## config.mk

```make
export PLATFORM = sky130hd
export DESIGN_NAME = ssr_speed_ref_sel
export DESIGN_NICKNAME = d
export VERILOG_FILES = /design/src/rtl/ssr_pkg.sv /design/src/rtl/ssr_speed_ref_sel.sv
export SDC_FILE = /design/constraint.sdc
export NUM_CORES = 2
export LEC_CHECK = 0
export ABC_AREA = 1
export ABC_CLOCK_PERIOD_IN_PS = 9000
export BUFFER_PORTS_ARGS = -buffer_cell sky130_fd_sc_hd__buf_2
export CAP_MARGIN = 15
export CELL_PAD_IN_SITES_DETAIL_PLACEMENT = 1
export CELL_PAD_IN_SITES_GLOBAL_PLACEMENT = 2
export CORE_MARGIN = 3
export CORE_UTILIZATION = 35
export DETAILED_ROUTE_END_ITERATION = 6
export GPL_TIMING_DRIVEN = 0
export PLACE_DENSITY_LB_ADDON = 0.1
export SYNTH_ARGS = -nofsm -noshare
export SYNTH_HDL_FRONTEND = slang
export SYNTH_SLANG_ARGS = --single-unit
```

## constraint.sdc

```tcl
create_clock -name pclk -period 9 [get_ports pclk]
set_input_delay 0 -clock pclk [delete_from_list [all_inputs] [get_ports pclk]]
set_output_delay 0 -clock pclk [all_outputs]
set_load 0.05 [all_outputs]
```

## src/rtl/ssr_pkg.sv

```systemverilog
// Package of register map, selector codes and timing constants
package ssr_pkg;
  // ----------------------------------------------------------------
  // Register byte offsets
  // ----------------------------------------------------------------
  localparam logic [7:0] OFS_PLACE = 8'h00;
  localparam logic [7:0] OFS_IO_SEL1 = 8'h04;
  localparam logic [7:0] OFS_IO_SEL2 = 8'h08;
  localparam logic [7:0] OFS_KP_SEL = 8'h0C;
  localparam logic [7:0] OFS_FB_SEL = 8'h10;
  localparam logic [7:0] OFS_PANEL = 8'h14;
  localparam logic [7:0] OFS_MAX_FREQ = 8'h18;
  localparam logic [7:0] OFS_SPD_SHARE = 8'h1C;
  localparam logic [7:0] OFS_LOAD_SHARE = 8'h20;
  localparam logic [7:0] OFS_JOG = 8'h24;
  localparam logic [7:0] OFS_MPOT_STEP = 8'h28;
  localparam logic [7:0] OFS_PRESET1 = 8'h2C;
  localparam logic [7:0] OFS_PRESET7 = 8'h44;
  localparam logic [7:0] OFS_FREQ_MON = 8'h48;
  localparam logic [7:0] OFS_TORQ_MON = 8'h4C;
  // ----------------------------------------------------------------
  // Field widths and reset values
  // ----------------------------------------------------------------
  localparam int SEL_W = 5;
  localparam int PLACE_W = 2;
  localparam int SHARE_FRAC = 10;
  localparam logic [15:0] SHARE_ONE = 16'h0400;
  localparam logic [15:0] MAX_FREQ_RST = 16'h1388;
  // ----------------------------------------------------------------
  // Control places and selector codes
  // ----------------------------------------------------------------
  localparam logic [1:0] PLACE_IO = 2'h0;
  localparam logic [1:0] PLACE_KEYPAD = 2'h1;
  localparam logic [1:0] PLACE_FBUS = 2'h2;
  localparam logic [4:0] SRC_AI1 = 5'h00;
  localparam logic [4:0] SRC_AI2 = 5'h01;
  localparam logic [4:0] SRC_SUM = 5'h02;
  localparam logic [4:0] SRC_DIFF12 = 5'h03;
  localparam logic [4:0] SRC_DIFF21 = 5'h04;
  localparam logic [4:0] SRC_PROD = 5'h05;
  localparam logic [4:0] SRC_JOY1 = 5'h06;
  localparam logic [4:0] SRC_JOY2 = 5'h07;
  localparam logic [4:0] SRC_PANEL = 5'h08;
  localparam logic [4:0] SRC_FBUS = 5'h09;
  localparam logic [4:0] SRC_MPOT = 5'h0A;
  localparam logic [4:0] SRC_MIN = 5'h0B;
  localparam logic [4:0] SRC_MAX = 5'h0C;
  localparam logic [4:0] SRC_MAXF = 5'h0D;
  localparam logic [4:0] SRC_PICK = 5'h0E;
  localparam logic [4:0] SRC_ENC1 = 5'h0F;
  localparam logic [4:0] SRC_ENC2 = 5'h10;
  localparam logic [4:0] SRC_LAST_IO = 5'h10;
  localparam logic [4:0] SRC_LAST_PANEL = 5'h09;
  // ----------------------------------------------------------------
  // Digital input bit positions
  // ----------------------------------------------------------------
  localparam int DIN_W = 8;
  localparam int DI_TOGGLE = 0;
  localparam int DI_JOG = 1;
  localparam int DI_REV = 2;
  localparam int DI_PRESET0 = 3;
  localparam int DI_UP = 6;
  localparam int DI_DOWN = 7;
  // ----------------------------------------------------------------
  // Timing
  // ----------------------------------------------------------------
  localparam int CLK_MHZ = 200;
  localparam int MPOT_TICK_US = 1000;
  localparam int MPOT_TICK_CYC = MPOT_TICK_US * CLK_MHZ;
endpackage

```

## src/rtl/ssr_speed_ref_sel.sv

```systemverilog
// Speed reference selector with overrides, share scaling and APB bank
// Behaviour
// On I/O place, reference source follows the first I/O selector code.
// Code 2 sums inputs, 3 gives one minus two, 4 two minus one.
// Code 5 gives the scaled product of both analogue inputs.
// Codes 6 and 7 pass analogue one or two as signed joystick.
// Code 8 selects the panel value, code 9 the fieldbus reference.
// Code 10 uses a motor potentiometer raised and lowered by inputs.
// Code 11 gives the smaller, code 12 the larger analogue input.
// Code 13 uses the maximum frequency setting as reference.
// Code 14 lets toggle pick input; otherwise toggle picks selector.
// Codes 15 and 16 read encoder one or two; two needs option.
// On keypad place, keypad selector codes 0 to 9 apply.
// On fieldbus place, fieldbus selector codes 0 to 9 apply.
// Second I/O selector has same codes, used when toggle selects it.
// Selected reference scaled by speed share, shown as monitor.
// Torque reference scaled by load share.
// Jog input wins over presets, negated under reverse.
// Three preset inputs form an index; zero keeps basic reference.
// Active preset speed is negated under reverse.
// Without jog or preset the selected reference passes unchanged.
// Undefined selector codes give a zero reference.
`timescale 1ns/1ps
module ssr_speed_ref_sel #(
  parameter int W = 16,
  parameter bit DOUBLE_ENC = 1'b0,
  parameter int MPOT_TICK = ssr_pkg::MPOT_TICK_CYC
) (
  input wire logic pclk,
  input wire logic presetn,
  input wire logic psel,
  input wire logic penable,
  input wire logic pwrite,
  input wire logic [7:0] paddr,
  input wire logic [31:0] pwdata,
  output logic [31:0] prdata,
  output logic pready,
  output logic pslverr,
  input wire logic signed [W-1:0] analog_in_one,
  input wire logic signed [W-1:0] analog_in_two,
  input wire logic signed [W-1:0] fbus_freq_ref,
  input wire logic signed [W-1:0] enc_one_speed,
  input wire logic signed [W-1:0] enc_two_speed,
  input wire logic signed [W-1:0] torque_ref_in,
  input wire logic [ssr_pkg::DIN_W-1:0] din_pins,
  output logic signed [W-1:0] freq_ref_out,
  output logic signed [W-1:0] torque_ref_out
);
  import ssr_pkg::*;

  localparam int XW = 2 * W + 2;
  localparam logic signed [XW-1:0] HI_LIM = XW'((1 << (W - 1)) - 1);
  localparam logic signed [XW-1:0] LO_LIM = ~HI_LIM;

  // ----------------------------------------------------------------
  // Arithmetic helpers
  // ----------------------------------------------------------------
  function automatic logic signed [XW-1:0] ext(input logic signed [W-1:0] v);
    ext = {{(W + 2){v[W-1]}}, v};
  endfunction

  // Clamp so that wide sums never wrap round into the opposite sign
  function automatic logic signed [W-1:0] sat(input logic signed [XW-1:0] v);
    if (v > HI_LIM) begin
      sat = HI_LIM[W-1:0];
    end else if (v < LO_LIM) begin
      sat = LO_LIM[W-1:0];
    end else begin
      sat = v[W-1:0];
    end
  endfunction

  // Share is unsigned with SHARE_FRAC fraction bits
  function automatic logic signed [W-1:0] scale(
    input logic signed [W-1:0] v, input logic [15:0] share);
    logic signed [XW-1:0] p;
    p = ext(v) * $signed({{(XW - 16){1'b0}}, share});
    scale = sat(p >>> SHARE_FRAC);
  endfunction

  // ----------------------------------------------------------------
  // Register bank
  // ----------------------------------------------------------------
  logic [PLACE_W-1:0] place_reg;
  logic [SEL_W-1:0] io_sel1_reg;
  logic [SEL_W-1:0] io_sel2_reg;
  logic [SEL_W-1:0] kp_sel_reg;
  logic [SEL_W-1:0] fb_sel_reg;
  logic signed [W-1:0] panel_freq_value_reg;
  logic signed [W-1:0] max_freq_reg;
  logic [15:0] spd_share_reg;
  logic [15:0] load_share_reg;
  logic signed [W-1:0] jog_reg;
  logic signed [W-1:0] mpot_step_reg;
  logic signed [W-1:0] preset_reg [1:7];
  logic signed [W-1:0] mpot_reg;
  logic [31:0] tick_cnt_reg;
  logic [DIN_W-1:0] dsync1_reg;
  logic [DIN_W-1:0] dsync2_reg;
  logic [DIN_W-1:0] dsync3_reg;
  logic [DIN_W-1:0] din_reg;

  // APB decode; one wait state, completion when pready is high
  wire access = psel && penable;
  wire done = access && pready;
  wire wr_en = done && pwrite && mapped; // Refused writes never land
  wire [5:0] widx = paddr[7:2];
  wire is_preset = paddr >= OFS_PRESET1 && paddr <= OFS_PRESET7;
  wire [2:0] pidx = 3'(widx - OFS_PRESET1[7:2] + 6'h01);
  wire mapped = paddr[1:0] == 2'b00 && paddr <= OFS_TORQ_MON;

  // Read selection
  logic [31:0] rd_data;
  always_comb begin
    rd_data = 32'h0000_0000;
    case (paddr)
      OFS_PLACE: rd_data = 32'(place_reg);
      OFS_IO_SEL1: rd_data = 32'(io_sel1_reg);
      OFS_IO_SEL2: rd_data = 32'(io_sel2_reg);
      OFS_KP_SEL: rd_data = 32'(kp_sel_reg);
      OFS_FB_SEL: rd_data = 32'(fb_sel_reg);
      OFS_PANEL: rd_data = 32'($unsigned(panel_freq_value_reg));
      OFS_MAX_FREQ: rd_data = 32'($unsigned(max_freq_reg));
      OFS_SPD_SHARE: rd_data = 32'(spd_share_reg);
      OFS_LOAD_SHARE: rd_data = 32'(load_share_reg);
      OFS_JOG: rd_data = 32'($unsigned(jog_reg));
      OFS_MPOT_STEP: rd_data = 32'($unsigned(mpot_step_reg));
      OFS_FREQ_MON: rd_data = 32'($unsigned(freq_ref_out));
      OFS_TORQ_MON: rd_data = 32'($unsigned(torque_ref_out));
      default: begin
        if (is_preset) begin
          rd_data = 32'($unsigned(preset_reg[pidx]));
        end
      end
    endcase
  end

  // Bus answer, registered one cycle after the access phase opens
  always_ff @(posedge pclk or negedge presetn) begin
    if (!presetn) begin
      pready <= 1'b0;
      pslverr <= 1'b0;
      prdata <= 32'h0000_0000;
    end else begin
      pready <= access && !pready;
      pslverr <= access && !pready && !mapped;
      prdata <= (access && !pready && !pwrite) ? rd_data : 32'h0000_0000;
    end
  end

  // Writes land only at the completing edge
  always_ff @(posedge pclk or negedge presetn) begin
    if (!presetn) begin
      place_reg <= PLACE_IO;
      io_sel1_reg <= SRC_AI1;
      io_sel2_reg <= SRC_AI2;
      kp_sel_reg <= SRC_PANEL;
      fb_sel_reg <= SRC_FBUS;
      panel_freq_value_reg <= '0;
      max_freq_reg <= W'(MAX_FREQ_RST);
      spd_share_reg <= SHARE_ONE;
      load_share_reg <= SHARE_ONE;
      jog_reg <= '0;
      mpot_step_reg <= '0;
      for (int i = 1; i <= 7; i++) begin
        preset_reg[i] <= '0;
      end
    end else if (wr_en) begin
      case (paddr)
        OFS_PLACE: place_reg <= pwdata[PLACE_W-1:0];
        OFS_IO_SEL1: io_sel1_reg <= pwdata[SEL_W-1:0];
        OFS_IO_SEL2: io_sel2_reg <= pwdata[SEL_W-1:0];
        OFS_KP_SEL: kp_sel_reg <= pwdata[SEL_W-1:0];
        OFS_FB_SEL: fb_sel_reg <= pwdata[SEL_W-1:0];
        OFS_PANEL: panel_freq_value_reg <= pwdata[W-1:0];
        OFS_MAX_FREQ: max_freq_reg <= pwdata[W-1:0];
        OFS_SPD_SHARE: spd_share_reg <= pwdata[15:0];
        OFS_LOAD_SHARE: load_share_reg <= pwdata[15:0];
        OFS_JOG: jog_reg <= pwdata[W-1:0];
        OFS_MPOT_STEP: mpot_step_reg <= pwdata[W-1:0];
        default: begin
          if (is_preset) begin
            preset_reg[pidx] <= pwdata[W-1:0];
          end
        end
      endcase
    end
  end

  // ----------------------------------------------------------------
  // Digital input conditioning
  // ----------------------------------------------------------------
  // Three stages; a change counts once stages two and three agree
  always_ff @(posedge pclk or negedge presetn) begin
    if (!presetn) begin
      dsync1_reg <= '0;
      dsync2_reg <= '0;
      dsync3_reg <= '0;
      din_reg <= '0;
    end else begin
      dsync1_reg <= din_pins;
      dsync2_reg <= dsync1_reg;
      dsync3_reg <= dsync2_reg;
      din_reg <= (dsync2_reg == dsync3_reg) ? dsync3_reg : din_reg;
    end
  end

  wire toggle = din_reg[DI_TOGGLE];
  wire jog = din_reg[DI_JOG];
  wire rev = din_reg[DI_REV];
  wire [2:0] preset_idx = din_reg[DI_PRESET0 +: 3];
  wire up = din_reg[DI_UP];
  wire down = din_reg[DI_DOWN];

  // ----------------------------------------------------------------
  // Motor potentiometer
  // ----------------------------------------------------------------
  // up/down ramp
  // Steps at a fixed tick, clamped to the frequency limit both ways
  wire tick = tick_cnt_reg == 32'(MPOT_TICK - 1);
  wire signed [XW-1:0] mpot_up = ext(mpot_reg) + ext(mpot_step_reg);
  wire signed [XW-1:0] mpot_dn = ext(mpot_reg) - ext(mpot_step_reg);
  wire signed [W-1:0] mpot_next =
    (up && !down) ? (mpot_up > ext(max_freq_reg) ? max_freq_reg :
                     mpot_up[W-1:0]) :
    (down && !up) ? (mpot_dn < -ext(max_freq_reg) ? W'(-max_freq_reg) :
                     mpot_dn[W-1:0]) : mpot_reg;

  always_ff @(posedge pclk or negedge presetn) begin
    if (!presetn) begin
      tick_cnt_reg <= 32'h0000_0000;
      mpot_reg <= '0;
    end else begin
      tick_cnt_reg <= tick ? 32'h0000_0000 : tick_cnt_reg + 32'h0000_0001;
      mpot_reg <= tick ? mpot_next : mpot_reg;
    end
  end

  // ----------------------------------------------------------------
  // Source selection
  // ----------------------------------------------------------------
  // toggle picks the second selector
  // code 14 keeps toggle for the input pick instead
  wire [SEL_W-1:0] io_code =
    (toggle && io_sel1_reg != SRC_PICK) ? io_sel2_reg : io_sel1_reg;
  // I/O place codes
  // keypad place codes
  // fieldbus place codes
  wire [SEL_W-1:0] act_code = place_reg == PLACE_IO ? io_code :
    place_reg == PLACE_KEYPAD ? kp_sel_reg : fb_sel_reg;
  // undefined codes or places give zero
  wire code_ok = place_reg == PLACE_IO ? act_code <= SRC_LAST_IO :
    place_reg == PLACE_KEYPAD || place_reg == PLACE_FBUS ?
    act_code <= SRC_LAST_PANEL : 1'b0;

  // combined analogue terms, saturated
  wire signed [W-1:0] ai_sum = sat(ext(analog_in_one) + ext(analog_in_two));
  wire signed [W-1:0] ai_d12 = sat(ext(analog_in_one) - ext(analog_in_two));
  wire signed [W-1:0] ai_d21 = sat(ext(analog_in_two) - ext(analog_in_one));
  // product in full-scale fraction, so 100 % x 100 % is 100 %
  wire signed [W-1:0] ai_prod =
    sat((ext(analog_in_one) * ext(analog_in_two)) >>> (W - 1));
  // smaller and larger input
  wire one_lt = analog_in_one < analog_in_two;
  wire signed [W-1:0] ai_min = one_lt ? analog_in_one : analog_in_two;
  wire signed [W-1:0] ai_max = one_lt ? analog_in_two : analog_in_one;

  logic signed [W-1:0] base_ref;
  always_comb begin
    base_ref = '0;
    case (act_code)
      SRC_AI1: base_ref = analog_in_one;
      SRC_AI2: base_ref = analog_in_two;
      SRC_SUM: base_ref = ai_sum;
      SRC_DIFF12: base_ref = ai_d12;
      SRC_DIFF21: base_ref = ai_d21;
      SRC_PROD: base_ref = ai_prod;
      // joystick inputs keep their sign
      SRC_JOY1: base_ref = analog_in_one;
      SRC_JOY2: base_ref = analog_in_two;
      // panel and fieldbus values
      SRC_PANEL: base_ref = panel_freq_value_reg;
      SRC_FBUS: base_ref = fbus_freq_ref;
      SRC_MPOT: base_ref = mpot_reg;
      SRC_MIN: base_ref = ai_min;
      SRC_MAX: base_ref = ai_max;
      // limit used as reference
      SRC_MAXF: base_ref = max_freq_reg;
      SRC_PICK: base_ref = toggle ? analog_in_two : analog_in_one;
      // second encoder only with the option fitted
      SRC_ENC1: base_ref = enc_one_speed;
      SRC_ENC2: base_ref = DOUBLE_ENC ? enc_two_speed : '0;
      default: base_ref = '0;
    endcase
    if (!code_ok) begin
      base_ref = '0;
    end
  end

  // ----------------------------------------------------------------
  // Overrides and share scaling
  // ----------------------------------------------------------------
  // jog first, direction follows reverse
  // preset index picks a stored speed
  // preset sign follows reverse
  // otherwise the basic reference passes unchanged
  wire signed [W-1:0] const_ref = jog ? jog_reg : preset_reg[preset_idx];
  wire signed [W-1:0] const_dir = rev ? sat(-ext(const_ref)) : const_ref;
  wire signed [W-1:0] over_ref =
    (jog || preset_idx != 3'h0) ? const_dir : base_ref;

  // Registered so the monitor and outputs never glitch
  always_ff @(posedge pclk or negedge presetn) begin
    if (!presetn) begin
      freq_ref_out <= '0;
      torque_ref_out <= '0;
    end else begin
      // speed share on the jog, preset or selected reference
      freq_ref_out <= scale(over_ref, spd_share_reg);
      // load share on torque
      torque_ref_out <= scale(torque_ref_in, load_share_reg);
    end
  end

  // ----------------------------------------------------------------
  // Checks
  // ----------------------------------------------------------------
  wire plain_io = place_reg == PLACE_IO && !toggle && !jog &&
    preset_idx == 3'h0 && spd_share_reg == SHARE_ONE;

  a_io_first_sel: assert property (@(posedge pclk) disable iff (!presetn)
    plain_io && io_sel1_reg == SRC_AI1 |=>
    freq_ref_out == $past(analog_in_one))
    else $error("io place does not follow first selector");

  a_diff_path: assert property (@(posedge pclk) disable iff (!presetn)
    plain_io && io_sel1_reg == SRC_DIFF12 |=>
    freq_ref_out == $past(ai_d12))
    else $error("difference source wrong");

  a_min_path: assert property (@(posedge pclk) disable iff (!presetn)
    plain_io && io_sel1_reg == SRC_MIN |=>
    freq_ref_out <= $past(analog_in_one) &&
    freq_ref_out <= $past(analog_in_two) &&
    (freq_ref_out == $past(analog_in_one) ||
    freq_ref_out == $past(analog_in_two)))
    else $error("minimum source not smaller");

  a_max_freq_src: assert property (@(posedge pclk) disable iff (!presetn)
    plain_io && io_sel1_reg == SRC_MAXF |=>
    freq_ref_out == $past(max_freq_reg))
    else $error("max frequency source wrong");

  a_panel_range: assert property (@(posedge pclk) disable iff (!presetn)
    place_reg == PLACE_KEYPAD && kp_sel_reg > SRC_LAST_PANEL &&
    !jog && preset_idx == 3'h0 |=> freq_ref_out == '0)
    else $error("undefined keypad code not zero");

  a_jog_reverse: assert property (@(posedge pclk) disable iff (!presetn)
    jog && rev && spd_share_reg == SHARE_ONE |=>
    freq_ref_out == $past(sat(-ext(jog_reg))))
    else $error("jog not negated under reverse");

  a_preset_pick: assert property (@(posedge pclk) disable iff (!presetn)
    !jog && !rev && preset_idx != 3'h0 &&
    spd_share_reg == SHARE_ONE |=> freq_ref_out == $past(const_ref))
    else $error("preset index wrong");

  a_load_share: assert property (@(posedge pclk) disable iff (!presetn)
    load_share_reg == SHARE_ONE |=>
    torque_ref_out == $past(torque_ref_in))
    else $error("unity load share changed torque");

  a_apb_wait: assert property (@(posedge pclk) disable iff (!presetn)
    access && !pready |=> pready ##1 !pready)
    else $error("apb answer not one wait state");

  c_jog: cover property (@(posedge pclk) disable iff (!presetn)
    jog && rev);
  c_preset7: cover property (@(posedge pclk) disable iff (!presetn)
    !jog && preset_idx == 3'h7);
  c_mpot_move: cover property (@(posedge pclk) disable iff (!presetn)
    tick && up && !down);
  c_bus_error: cover property (@(posedge pclk) disable iff (!presetn)
    done && pslverr);
endmodule

```

# == Word level (Yosys, flattened, before mapping) ==
# Index checks and enable logic that the tools add are counted.
# word_totals
word_cells,189
in_bits,149
output_inout_bits,66
register_bits,376
# op_classes
n_eq_ne,32
n_reduce_logical,42
bitwise,3
muxes,44
n_lt_le_gt_ge,25
add_sub_neg,11
mul,3
# op_table
cell,n
$mux 16,31
$pmux 16 s14,1
$pmux 16 s13,1
$bwmux 112,1
$bmux 16 s3,2
$gt 17x16->1 const B,4
$lt 17x16->1 const B,4
$neg 16->34,2
$mul 16x17->33,2
$mux 32,2
$sub 16x16->17,3
$demux 16 s3,1
$gt 23x16->1 const B,2
$lt 23x16->1 const B,2
$eq 5x4->1 const B,8
$add 16x16->17,2
$gt 34x16->1 const B,1
$lt 17x34->1,1
$lt 34x16->1 const B,1
$add 32x1->32 const B,1
$eq 32x18->1 const B,1
$eq 8x5->1 const B,4
$mul 16x16->32,1
$eq 8x6->1 const B,3
other kinds (37),79

# == Depth between registers and ports, before layout ==
# depth
word_depth,15
ltp_mapped,64
ltp_nobuf,61

# == Worst setup path before layout ==
# No wires, ideal clock.
# synth_timing
kind,input -> register
from,input port analog_in_one[15]
to,register freq_ref_out[10]
n_path_buf,4
setup_time_ps,117
required_ps,8883
path_stages,54
slack_ps,-2545
arrival_ps,11428
path_cell_list,buf_2 > clkbuf_1 > nand2_1 > inv_1 > fa_1 > fa_1 > fa_1 > fa_1 > inv_1 > fa_1 > fa_1 > inv_1 > ha_1 > inv_1 > o21bai_1 > o21bai_1 > a21oi_1 > nand2_1 > [18 not listed] > fa_1 > inv_1 > ha_1 > a21oi_1 > o21ai_0 > a21oi_1 > nor2_1 > a311oi_1 > nand2_1 > nand2_1 > nand2_1 > nand3_1 > nor2_1 > nand2_1 > nand2_2 > buf_6 > nand2_1 > nand2_1
# synth_between
elab_chain_len,11
elab_cells_between_ends,32
cone_classes,add/sub: 3; mul: 2; order compare: 11; mux: 16
# synth_lines
element,line,rtl
from (decl),ssr_speed_ref_sel.sv:39,"input wire logic signed [W-1:0] analog_in_one,"
"$mul 16x16->32, or another cell as far along",ssr_speed_ref_sel.sv:262,sat((ext(analog_in_one) * ext(analog_in_two)) >>> (W - 1));
$lt 17x16->1,ssr_speed_ref_sel.sv:66,end else if (v < LO_LIM) begin
$mux 16,ssr_speed_ref_sel.sv:66,
$mux 16,ssr_speed_ref_sel.sv:64,if (v > HI_LIM) begin
$pmux 16 s14 (*),ssr_speed_ref_sel.sv:271,case (act_code)
$mux 16 (*),ssr_speed_ref_sel.sv:295,if (!code_ok) begin
$mux 16 (*),ssr_speed_ref_sel.sv:310,(jog || preset_idx != 3'h0) ? const_dir : base_ref;
$mul 16x17->33 (*),ssr_speed_ref_sel.sv:77,"p = ext(v) * $signed({{(XW - 16){1'b0}}, share});"
$lt 23x16->1,ssr_speed_ref_sel.sv:66,
$mux 16,ssr_speed_ref_sel.sv:66,
$mux 16 (*),ssr_speed_ref_sel.sv:64,
to (signal assigned),ssr_speed_ref_sel.sv:319,"freq_ref_out <= scale(over_ref, spd_share_reg);"
to (decl),ssr_speed_ref_sel.sv:46,"output logic signed [W-1:0] freq_ref_out,"
# Every way passes the cells marked *; elsewhere a longest branch is shown, timed or not.
# A chain may end at the register's enable or synchronous reset.

# == Final worst setup path ==
# layout_timing
from,input port analog_in_one[12]
to,register freq_ref_out[9]
# Same word-level chain as after synthesis.

==> metrics.txt <==
status=finished with violations; failing checks=negative setup slack; vias in the first global route=approximately 53000; total number of vias=just under 50000; Distinct cells, synth=between 70 and 80; most frequent CP cell=fa_1; Comb power frac=0.830; sequential element share of the synthesized area=0.172; CTS tree=done; CTS root buffer=clkbuf_16; flip-flop count of the largest register after layout=about 110; f_max=slightly below 90 MHz; CTS Buf Count=41; Rel. slew slack=0.158; Worst setup EP type=flip-flop; H-tree depth=2; Die X=between 300 and 400 µm; design area=roughly 63000 µm²; switch share=0.548; internal cell power=roughly 0.0096 W; WL/cell=around 25 µm; GR Util All Layers=0.301; Syn Area/Cell=about 7.5 µm²; WP data required=about 9.5 ns; slowest CP cell=fa_1; WP data arrival=11.91 ns; Initial Util=0.354; CP Class=in -> reg; largest net degree at the start of global routing=113; Pre-Repair DR Iteration Count=5; Post-synth EDFFs=0; Final Net Count=about 8700; clk sinks=360; max_cap viols=0; synthesized area=52500 µm²; multiplexer share of the synthesized area=0.000214; Power Density=roughly 340 nW/µm²; total power=around 0.021 W; Routed Antenna Nets=0; Final Max Slew Viols=0; drt drc=0; CP max stage delay=0.60 ns; I/O Pins=about 220; worst reg2reg setup slack=-0.99 ns; period utilisation layout=1.26; Worst path top cell family by delay=adder cells; count of state elements after synthesis=360; Flop pwr share=0.082; type of origin of the critical path=input port; Area after DPL=56600 µm²; Clock Skew=roughly 0.024 ns; main combinational cell family by area after synthesis=adder cells; CTS clk-pin slew, worst paths=0.07 ns; Gate Count Post-Synth=between 6000 and 7000; PortBufs=153; Synth Flop Type=dfrtp_1; Final Hold Vio Count=0; HPWL after DPL=around 190000 µm; WL final=~230000 µm; Vias/cell=5.23; share of cells above drive strength 1=0.139; Final setup violation count=16; WP buf/inv=21; row count=141; DRT iter0 DRCs=2908; minimum clock period=between 10 and 15 ns; Hold Crit Class=in -> reg; first-pass GRT wire length=around 350000 µm; Area Growth Syn to Fin=19.1%; RSZ-0062 raised after global routing=true; GPL Wtd Cong=0.958; post-synthesis simple-gate area fraction=0.187; LEAKAGE=around 32 nW; Die Y=~400 µm; worst ir drop on vdd=~1000 µV; P_sw=0.0117 W; Worst Path Max Fanout=7; global route overflow=0; Ys Warns=0; initial antenna violation count=11; CTS max path bufs=3; Synth Area in Compound Gates=0.124; worst-margin pin slew=between 1 and 1.5 ns; Async SR Flop Fraction=1.00; Adder-Cell Fraction of Synth Area=0.359; setup ws final=-2.38 ns; XOR/XNOR Fraction of Synth Area=0.0265; die area=155000 µm²; core area=148000 µm²; Clock Latency Late Sink=0.60 ns; power share of the clock group=0.087
synth_stat cells (6+ instances only):
cell          n  area (µm²)
buf_1        13        48.8
nor2_2       10        62.6
a21oi_1     316        1580
o211ai_1     38         285
o21bai_1     25         188
o221ai_1     13         114
nand4_1      45         282
nor3_1       49         245
nand3b_1      6        45.0
a31oi_1      38         238
clkbuf_1    254         953
fa_1        652       13100
nor4_1       26         163
a22oi_1       7        52.6
buf_4        26         195
nand2_1    1670        6270
nand3_1     177         886
a211oi_1     14         105
o21ai_2       8        70.1
o22ai_1      77         482
buf_6         9         101
nor2_1      397        1490
buf_2        28         140
a221oi_1     42         368
dfstp_2      11         289
o31ai_1       7        52.6
inv_2        17        63.8
a2111oi_0     9        78.8
inv_1      1419        5330
o41ai_1       7        61.3
o21a_1       21         158
or2_2        13        81.3
dfrtp_1     349        8730
xor2_1      117        1020
o21ai_1       9        45.0
ha_1        462        5780
clkinv_1     16        60.1
o21ai_0     440        2200
nand2_2      13        81.3
a21o_1       10        75.1
xnor2_1      40         350
layout by cell type (no fill, tap or decap), drive strengths merged, types with 26 or more instances in the layout:
master       instances
nand2             1685
o21ai              457
xor2               118
inv               1439
ha                 462
a21oi              320
nand3              181
o211ai              38
o22ai               77
fa                 652
nor3                51
a221oi              42
clkbuf             297
xnor2               40
buf                426
a31oi               38
nor4                26
nor2               412
nand4               46
dlygate4sd3         32
dfrtp              349
area by class of cell:
class	instances	area, µm²
antenna	2	5.00
inverter	1453	5540
multi-input combinational	4840	38600
buffer	320	2490
clock buffer	55	1150
timing repair buffer	380	3010
sequential	360	9020
tap	2002	2500
fill	18100	85800
clock inverter	18	268
power groups by stage:
stage | clock [W] | combinational, W | sequential (W)
after floorplan | 0 | 0.00758 | 0.00187
after global placement | 0 | 0.0118 | 0.00178
after detailed placement | 0 | 0.0119 | 0.00178
after CTS | 0.00188 | 0.0160 | 0.00175
after global routing | 0.00195 | 0.0190 | 0.00176
final | 0.00185 | 0.0177 | 0.00175
path summary, 6_finish.rpt:
check / from / endpoint / cells past startpoint
setup / recovery: analog_in_one[12] / freq_ref_out[9] / 62
hold / removal: psel / jog_reg[0] / 6
setup reg to reg: place_reg[1] / freq_ref_out[9] / 44
hold reg to reg: dsync1_reg[5] / dsync2_reg[5] / 0
max in group asynchronous: presetn / tick_cnt_reg[12] / 6
min in group asynchronous: presetn / preset_reg[58] / 4
worst reg2reg max path: cells and delay by family (launching register included):
kind / cells / cell delay [ns]
adder cells (fa/ha/maj): 8 / 3.54
AO/OA/AOI/OAI: 9 / 2.32
AND/OR/NAND/NOR: 16 / 2.44
flip-flops: 1 / 0.36
buffers and inverters: 11 / 1.29
timing repair:
action / 4_1_cts / 5_1_grt
gates resized for setup: 478 / 212
endpoints found under the hold margin: 239 / 0
hold buffers: 33 / 0
endpoints found under the setup margin: 26 / 27
pin swaps: 118 / 78
buffers inserted: 136 / 42
gates cloned: 6 / 2
logic make-up after synthesis:
family | Yosys count
DFF | 360
xor gates and xnor gates | 158
AOI/OAI and AO/OA | 1122
muxes | 1
other | 1
and+or+nand+nor | 2429
buffers and inverters | 1783
adders and majority gates | 1114
stage by stage:
step	hold WS, ns	TNS, ns	utilization	setup WS, ns	instances
2_1_floorplan	-0.296	-24.98	-	-1.62	6983
3_3_place_gp	0.110	-95.29	0.380	-5.59	9138
3_5_place_dp	-0.0865	-89.56	0.381	-5.64	9148
4_1_cts	0.00501	-35.32	0.415	-2.25	9394
5_1_grt	0.0296	-42.98	0.421	-2.74	9428
6_report	0.0330	-37.13	0.422	-2.38	9430
routing by layer:
layer | vias to the layer above | part of all wire | GRT usage
met5 | - | 0 | 0
met4 | 0 | 0.044 | 0.111
met3 | 344 | 0.042 | 0.0287
met1 | 25300 | 0.43 | 0.389
met2 | 1217 | 0.49 | 0.520
li1 | 22400 | - | -
Power figures use the tool's default switching activity.
